$ cat src/shared/sadc_map.svh
`ifndef SADC_MAP_SVH
`define SADC_MAP_SVH
// ****************************************
// Widths and timing
// ****************************************
`define SADC_RES_BITS 12
`define SADC_CLK_SYS_NS 100
// Sample window in half shift-clock periods (1.5 periods)
`define SADC_SAMPLE_HALVES 3
`define SADC_CONVERT_PERIODS 12
`define SADC_SELECT_ACTIVE_PERIODS 14
// Select idle time between transfers, in ns (5.0 us)
`define SADC_SELECT_IDLE_NS 5000
`define SADC_SELECT_IDLE_CYC ((`SADC_SELECT_IDLE_NS + `SADC_CLK_SYS_NS - 1) / `SADC_CLK_SYS_NS)
// Shift clock half period of the host, in system cycles
`define SADC_HALF_PERIOD_CYC 8
// Throughput limit in Hz (30 kHz)
`define SADC_MAX_RATE_HZ 30000
`define SADC_SEQ_BITS 24
`endif

$ cat src/shared/sadc_pkg.sv
package sadc_pkg;
  typedef logic [11:0] sadc_code_type;
  typedef enum logic [3:0] {
    SADC_IDLE = 4'b0001,
    SADC_SAMPLE = 4'b0010,
    SADC_CONVERT = 4'b0100,
    SADC_SHIFT = 4'b1000
  } sadc_dev_state_type;
  typedef enum logic [2:0] {
    SADC_H_IDLE = 3'b001,
    SADC_H_XFER = 3'b010,
    SADC_H_GAP = 3'b100
  } sadc_host_state_type;
endpackage : sadc_pkg

$ cat src/shared/sadc_link_if.sv
`timescale 1ns/1ps
interface sadc_link_if;
  logic select_n;
  logic shift_clk;
  logic result_data;
  logic result_oe;
  modport dev (input select_n, input shift_clk, output result_data, output result_oe);
  modport host (output select_n, output shift_clk, input result_data, input result_oe);
endinterface : sadc_link_if

$ cat src/sadc_device.sv
`timescale 1ns/1ps
`include "sadc_map.svh"
module sadc_device import sadc_pkg::*; (
  // System
  input wire logic clk_sys_in,
  input wire logic nrst_in,
  // Analog front end, already digitised levels
  input wire logic [11:0] ain_pos_in,
  input wire logic [11:0] ain_neg_in,
  // Link
  sadc_link_if.dev link,
  // Status
  output logic busy_out,
  output logic [11:0] last_code_out
);
  // ****************************************
  // Link edge detection
  // ****************************************
  logic clk_q;
  logic fall;
  logic rise;
  always_ff @(posedge clk_sys_in) begin
    if (!nrst_in) begin
      clk_q <= 1'b0;
    end else begin
      clk_q <= link.shift_clk;
    end
  end
  assign fall = clk_q && !link.shift_clk;
  assign rise = !clk_q && link.shift_clk;

  // ****************************************
  // Sequencer
  // ****************************************
  sadc_dev_state_type state_q;
  logic [4:0] half_q;
  logic [3:0] bit_q;
  logic [11:0] held_q;
  logic [11:0] sar_q;
  logic [11:0] code_q;
  logic [4:0] out_idx_q;
  logic oe_q;
  logic dat_q;
  logic [11:0] trial;
  logic keep_trial;
  logic last_trial;
  logic [11:0] final_code;
  logic [11:0] cur_code;
  assign trial = sar_q | (12'h800 >> bit_q);
  assign keep_trial = (trial <= held_q);
  assign last_trial = (state_q == SADC_CONVERT) && fall && (bit_q == 4'(`SADC_CONVERT_PERIODS - 1));
  assign final_code = keep_trial ? trial : sar_q;

  // Select high parks the machine, so every transfer starts from idle
  always_ff @(posedge clk_sys_in) begin
    if (!nrst_in || link.select_n) begin
      state_q <= SADC_IDLE;
    end else begin
      case (state_q)
        SADC_IDLE: begin
          // No dead time after select falls keeps back-to-back transfers at full rate
          state_q <= SADC_SAMPLE;
        end
        SADC_SAMPLE: begin
          if ((rise || fall) && half_q == 5'(`SADC_SAMPLE_HALVES - 1)) begin
            state_q <= SADC_CONVERT;
          end
        end
        SADC_CONVERT: begin
          if (last_trial) begin
            state_q <= SADC_SHIFT;
          end
        end
        default: begin
          state_q <= state_q;
        end
      endcase
    end
  end

  // ****************************************
  // Sample and conversion
  // ****************************************

  // Sample window counts both shift clock edges, in half periods
  always_ff @(posedge clk_sys_in) begin
    if (!nrst_in || link.select_n) begin
      half_q <= 5'h00;
    end else if (state_q == SADC_SAMPLE && (rise || fall)) begin
      half_q <= half_q + 5'h01;
    end
  end

  // One trial bit per falling edge during conversion
  always_ff @(posedge clk_sys_in) begin
    if (!nrst_in || link.select_n) begin
      bit_q <= 4'h0;
    end else if (state_q == SADC_CONVERT && fall) begin
      bit_q <= bit_q + 4'h1;
    end
  end

  // Keep the trial bit while the trial value still fits the held sample
  always_ff @(posedge clk_sys_in) begin
    if (!nrst_in || link.select_n) begin
      sar_q <= 12'h000;
    end else if (state_q == SADC_CONVERT && fall && keep_trial) begin
      sar_q <= trial;
    end
  end

  // Held sample: difference of inputs, clamped for unipolar mode
  always_ff @(posedge clk_sys_in) begin
    if (!nrst_in) begin
      held_q <= 12'h000;
    end else if (state_q == SADC_SAMPLE) begin
      held_q <= (ain_pos_in > ain_neg_in) ? (ain_pos_in - ain_neg_in) : 12'h000;
    end
  end

  // Final code, shifted out during the transfer
  always_ff @(posedge clk_sys_in) begin
    if (!nrst_in) begin
      code_q <= 12'h000;
    end else if (last_trial) begin
      code_q <= final_code;
    end
  end

  // ****************************************
  // Code view for the shifter
  // ****************************************

  // The bit decided on this falling edge is already in place, so each
  // result bit can leave on the very edge that decides it.
  always_comb begin
    cur_code = code_q;
    if (state_q == SADC_CONVERT) begin
      cur_code = sar_q | (keep_trial ? (12'h800 >> bit_q) : 12'h000);
    end
  end

  // ****************************************
  // Serial output
  // ****************************************
  // Output index counts falling edges since select fell; the first enables
  // the driver with the null bit, result bits follow on later falls.
  always_ff @(posedge clk_sys_in) begin
    if (!nrst_in || link.select_n) begin
      oe_q <= 1'b0;
      out_idx_q <= 5'h00;
    end else if (fall) begin
      oe_q <= 1'b1;
      if (out_idx_q != 5'h1f) begin
        out_idx_q <= out_idx_q + 5'h01;
      end
    end
  end

  // Null bit, MSB first, LSB first sharing the LSB, then zeros
  always_ff @(posedge clk_sys_in) begin
    if (!nrst_in || link.select_n) begin
      dat_q <= 1'b0;
    end else if (fall) begin
      if (out_idx_q == 5'h00) begin
        dat_q <= 1'b0;
      end else if (out_idx_q <= 5'(`SADC_RES_BITS)) begin
        dat_q <= cur_code[4'(5'(`SADC_RES_BITS) - out_idx_q)];
      end else if (out_idx_q < 5'(`SADC_SEQ_BITS)) begin
        dat_q <= cur_code[4'(out_idx_q - 5'(`SADC_RES_BITS))];
      end else begin
        dat_q <= 1'b0;
      end
    end
  end

  assign link.result_data = dat_q;
  assign link.result_oe = oe_q;

  // ****************************************
  // Status
  // ****************************************
  always_ff @(posedge clk_sys_in) begin
    if (!nrst_in) begin
      busy_out <= 1'b0;
      last_code_out <= 12'h000;
    end else begin
      busy_out <= !link.select_n;
      if (last_trial) begin
        last_code_out <= final_code;
      end
    end
  end
endmodule : sadc_device

$ cat src/flat_wrapper.sv
// flat-port wrapper written by rule: the top's interface ports become plain ports
module sadc_device_flat import sadc_pkg::*;
  (clk_sys_in, nrst_in, ain_pos_in, ain_neg_in, busy_out, last_code_out, link_select_n, link_shift_clk, link_result_data, link_result_oe);
  sadc_link_if link_i ();
  input wire logic clk_sys_in;
  input wire logic nrst_in;
  input wire logic [11:0] ain_pos_in;
  input wire logic [11:0] ain_neg_in;
  output logic busy_out;
  output logic [11:0] last_code_out;
  input wire logic [$bits(link_i.select_n)-1:0] link_select_n;
  input wire logic [$bits(link_i.shift_clk)-1:0] link_shift_clk;
  output wire logic [$bits(link_i.result_data)-1:0] link_result_data;
  output wire logic [$bits(link_i.result_oe)-1:0] link_result_oe;
  assign link_i.select_n = link_select_n;
  assign link_i.shift_clk = link_shift_clk;
  assign link_result_data = link_i.result_data;
  assign link_result_oe = link_i.result_oe;
  sadc_device u_core (.clk_sys_in(clk_sys_in), .nrst_in(nrst_in), .ain_pos_in(ain_pos_in), .ain_neg_in(ain_neg_in), .link(link_i), .busy_out(busy_out), .last_code_out(last_code_out));
endmodule
$ cat config.mk
export PLATFORM = sky130hd
export DESIGN_NAME = sadc_device_flat
export DESIGN_NICKNAME = d
export VERILOG_FILES = /design/src/shared/sadc_pkg.sv /design/src/shared/sadc_link_if.sv /design/src/sadc_device.sv /design/src/flat_wrapper.sv
export VERILOG_INCLUDE_DIRS = /design/src /design/src/shared
export SDC_FILE = /design/constraint.sdc
export NUM_CORES = 1
export LEC_CHECK = 0
export BUFFER_PORTS_ARGS = -buffer_cell sky130_fd_sc_hd__buf_2
export CORE_MARGIN = 3
export CORE_UTILIZATION = 55
export DETAILED_ROUTE_END_ITERATION = 8
export GPL_TIMING_DRIVEN = 0
export PLACE_DENSITY = 0.83
export SYNTH_ARGS = -nofsm -noshare
export SYNTH_HDL_FRONTEND = slang
export SYNTH_SLANG_ARGS = --single-unit
$ cat constraint.sdc
create_clock -name clk_sys_in -period 9.7 [get_ports clk_sys_in]
set_input_delay 2.91 -clock clk_sys_in [delete_from_list [all_inputs] [get_ports clk_sys_in]]
set_output_delay 2.91 -clock clk_sys_in [all_outputs]
set_load 0.1 [all_outputs]
==> results.toml <==
[critical_path]
critPathKind = "input pin to flop"
crit_chain = "buf_2 > inv_1 > ha_1 > inv_1 > fa_1 > a21o_1 > a21oi_1 > o21bai_1 > a21oi_1 > o21ai_0 > a221oi_1 > nor3_1 > clkbuf_1 > a31o_2"
cp_data_arrival_time_ns = 5.54
worst_path_max_delay_cell = "fa_1"
path_max_fanout = 10
max_stage_delay_ns = 0.40
critPathTopFamily = "compound AO/OA/AOI/OAI gates"
cp-start-kind = "input pin"
cp-end-kind = "flop"
worst_ep_required_time_ns = 9.95
path_buf_inv = 4

[sta]
fmax_ghz = 0.1890
rsz0062_at_grt = "false"
fin_crit_ns = 5.290
fin_setup_tns_ns = 0
report.final.slew_viol_count = 0
finalHoldViolations = 0
worst_pin_slew_ns = 1.211
skew_ns = 0.01104
period_share = 0.5454
slew_headroom = 0.1906
final-setup-viol-count = 0

[synthesis]
yosysSeqAreaShare = 0.3077
synth_edf_count = 0
netlist_area_um2 = 3774
synth_area_per_cell_um2 = 8.186
synth_seq_cells = 58
synth_nets = 528
synth_ff_type = "dfxtp_1"
yosys_warnings = 0
synthArstFlopShare = 0
syn_inst = 461
ys_types = 50

[detailed_routing]
wl_per_cell_um = 15.82
viasPerCell = 5.924
drt_iter0_drc = 347
wl_um = 9430
drt_pass1_iterations = 5
drc = 0
vias = 3531
ant_nets = 0

[power]
comb_power_share = 0.106
p_clk_frac = 0.460
intPower_mw = 0.4110
p_leak_nw = 1.989
finalPower_mw = 0.5568
pwr-share-seq = 0.433
p_switching_mw = 0.1459
swShare = 0.2620
vdd_drop_max_mv = 0.08374
power_density_nw_per_um2 = 129.3

[clock_network]
clock_latency_ns = 0.36
cts_tree = "done"
cts_htree_levels = 3
holdBufCountCts = 0
ctsResizeCount = 0
clk_pin_slew_ns = 0.07
root_buffer = "clkbuf_8"
numCtsBuffers = 9
postCtsSetupBuffers = 0
clock-sinks = 58
cts_buffer_depth = 2

[floorplan]
initial_core_util = 0.5810
die_x_um = 88.83
row_count = 29
io_pins = 43
core_um2 = 6495
dieArea_um2 = 7891
die_y_um = 88.83

[cells_and_area]
final_area_um2 = 4307
antenna_cells = 0
drive_above_1_share = 0.1329
multiInputGateArea_um2 = 2381
instances_no_fill = 596
seq_area_um2 = 1161
syn_to_final_growth_pct = 14.12
fillers = 550
finalNetCount = 581

[placed_design]
hpwl_um = 7120
dpl-instance-area_um2 = 4080
place.gp.congestion = 0.9321
placed_cells = 580
port_buffers = 42

[global_route]
overflow = 0
grt.total_usage = 0.2540
grt_pass1_vias = 3268
grt_max_degree = 13
grt_pass1_wl_um = 15450
antenna_found_initial = 0

[hold_path]
min_path_type = "flop to flop"

[outcome]
status = "complete, no violations"

[job]
maxCapViolations = 0
## power groups by stage
stage | clock network [mW] | registers [mW] | logic [mW]
CTS | 0.257 | 0.241 | 0.0587
global route | 0.272 | 0.242 | 0.0656
finish | 0.256 | 0.241 | 0.0591
detailed placement | 0 | 0.247 | 0.0582
global placement | 0 | 0.247 | 0.0564
floorplan | 0 | 0.249 | 0.0396
## synth_stat cells (9+ instances only)
| cell | n | area (um2) |
|---|---|---|
| a21o_1 | 13 | 97.59 |
| a21oi_1 | 31 | 155.2 |
| a22oi_1 | 10 | 75.07 |
| clkbuf_1 | 15 | 56.30 |
| dfxtp_1 | 58 | 1161 |
| ha_1 | 38 | 475.5 |
| inv_1 | 44 | 165.2 |
| nand2_1 | 28 | 105.1 |
| nand4_1 | 12 | 75.07 |
| nor2_1 | 48 | 180.2 |
| nor2b_1 | 14 | 87.58 |
| nor3_1 | 14 | 70.07 |
| o211ai_1 | 9 | 67.56 |
| o21ai_0 | 20 | 100.1 |
| xnor2_1 | 14 | 122.6 |
| xor2_1 | 9 | 78.83 |
## cells in the final DEF (no fill, tap or decap), drive strengths merged, types with 4 or more instances in the layout
cell type | synthesis | routed
nand2 | 28 | 28
dfxtp | 58 | 58
nor2 | 48 | 48
and2 | 6 | 6
nand4 | 12 | 12
a211oi | 7 | 7
a21boi | 4 | 4
nor3 | 14 | 14
nor2b | 14 | 14
o21ai | 21 | 21
ha | 38 | 38
buf | 2 | 44
clkbuf | 15 | 24
a22oi | 10 | 10
o211a | 7 | 7
xnor2 | 14 | 14
a21o | 13 | 13
a31oi | 5 | 5
nand2b | 4 | 4
a21oi | 31 | 31
and3 | 5 | 5
nand3 | 7 | 7
inv | 44 | 45
o211ai | 9 | 9
xor2 | 9 | 9
mux2i | 5 | 5
## metal layers
metal  share of wire  global-route usage
met5               0                   0
met2            0.45              0.3907
met4           0.022             0.08516
met1            0.45              0.3488
met3           0.078             0.06052
## state kept, by name (all words and copies together) (netlist names)
| register | cells |
|---|---|
| u_core.bit_q | 4 |
| u_core.busy_out | 1 |
| u_core.clk_q | 1 |
| u_core.half_q | 5 |
| u_core.held_q | 12 |
| u_core.last_code_out | 12 |
| u_core.link.result_data | 1 |
| u_core.link.result_oe | 1 |
| u_core.out_idx_q | 5 |
| u_core.sar_q | 12 |
| u_core.state_q | 4 |
## metrics by stage
| step | util | setup WS [ns] | hold slack, ns |
|---|---|---|---|
| 6_report | 0.6631 | 4.410 | 0.4818 |
| 3_5_place_dp | 0.6282 | 4.018 | 0.4772 |
| 3_3_place_gp | 0.6282 | 4.104 | 0.4503 |
| 4_1_cts | 0.6631 | 4.381 | 0.4868 |
| 5_1_grt | 0.6631 | 4.133 | 0.5077 |
| 2_1_floorplan | - | 4.454 | 0.4746 |
## cell type report
type                       count  share of cell area
buffer                        17             0.01540
clock inverter                 7             0.02382
tap                           77             0.02237
clock buffer                   9             0.02876
multi-input combinational    342              0.5529
inverter                      44             0.03835
timing repair buffer          42             0.04881
sequential                    58              0.2696
## worst reg2reg max path, cell delays in order, from the launching register on
cell	delay (ns)
dfxtp_1	0.36
ha_1	0.26
ha_1	0.22
nor2b_1	0.16
or2_2	0.31
ha_1	0.29
nand4_1	0.16
a211o_1	0.36
a311o_1	0.47
a21o_1	0.23
mux2i_1	0.15
a21oi_1	0.08
or4_1	0.51
a32o_1	0.21
## cells by family after synthesis
kind of cell             share of synthesized area
AND/OR/NAND/NOR                             0.1926
buffers and inverters                      0.06134
adder cells (fa/ha/maj)                     0.1313
multiplexers                               0.03117
flip-flops                                  0.3077
AO/OA/AOI/OAI                               0.2225
XOR/XNOR                                   0.05338
## worst paths after layout
path,from,to,slack (ns),cells after the start
worst min-delay path,u_core.last_code_out[3],u_core.last_code_out[3],0.48,2
worst max-delay path,ain_pos_in[0],u_core.held_q[10],4.41,14
worst min register to register,u_core.last_code_out[3],u_core.last_code_out[3],0.48,2
worst max register to register,u_core.bit_q[0],u_core.link.result_data,5.84,13
(Power assumes the default switching activity.)
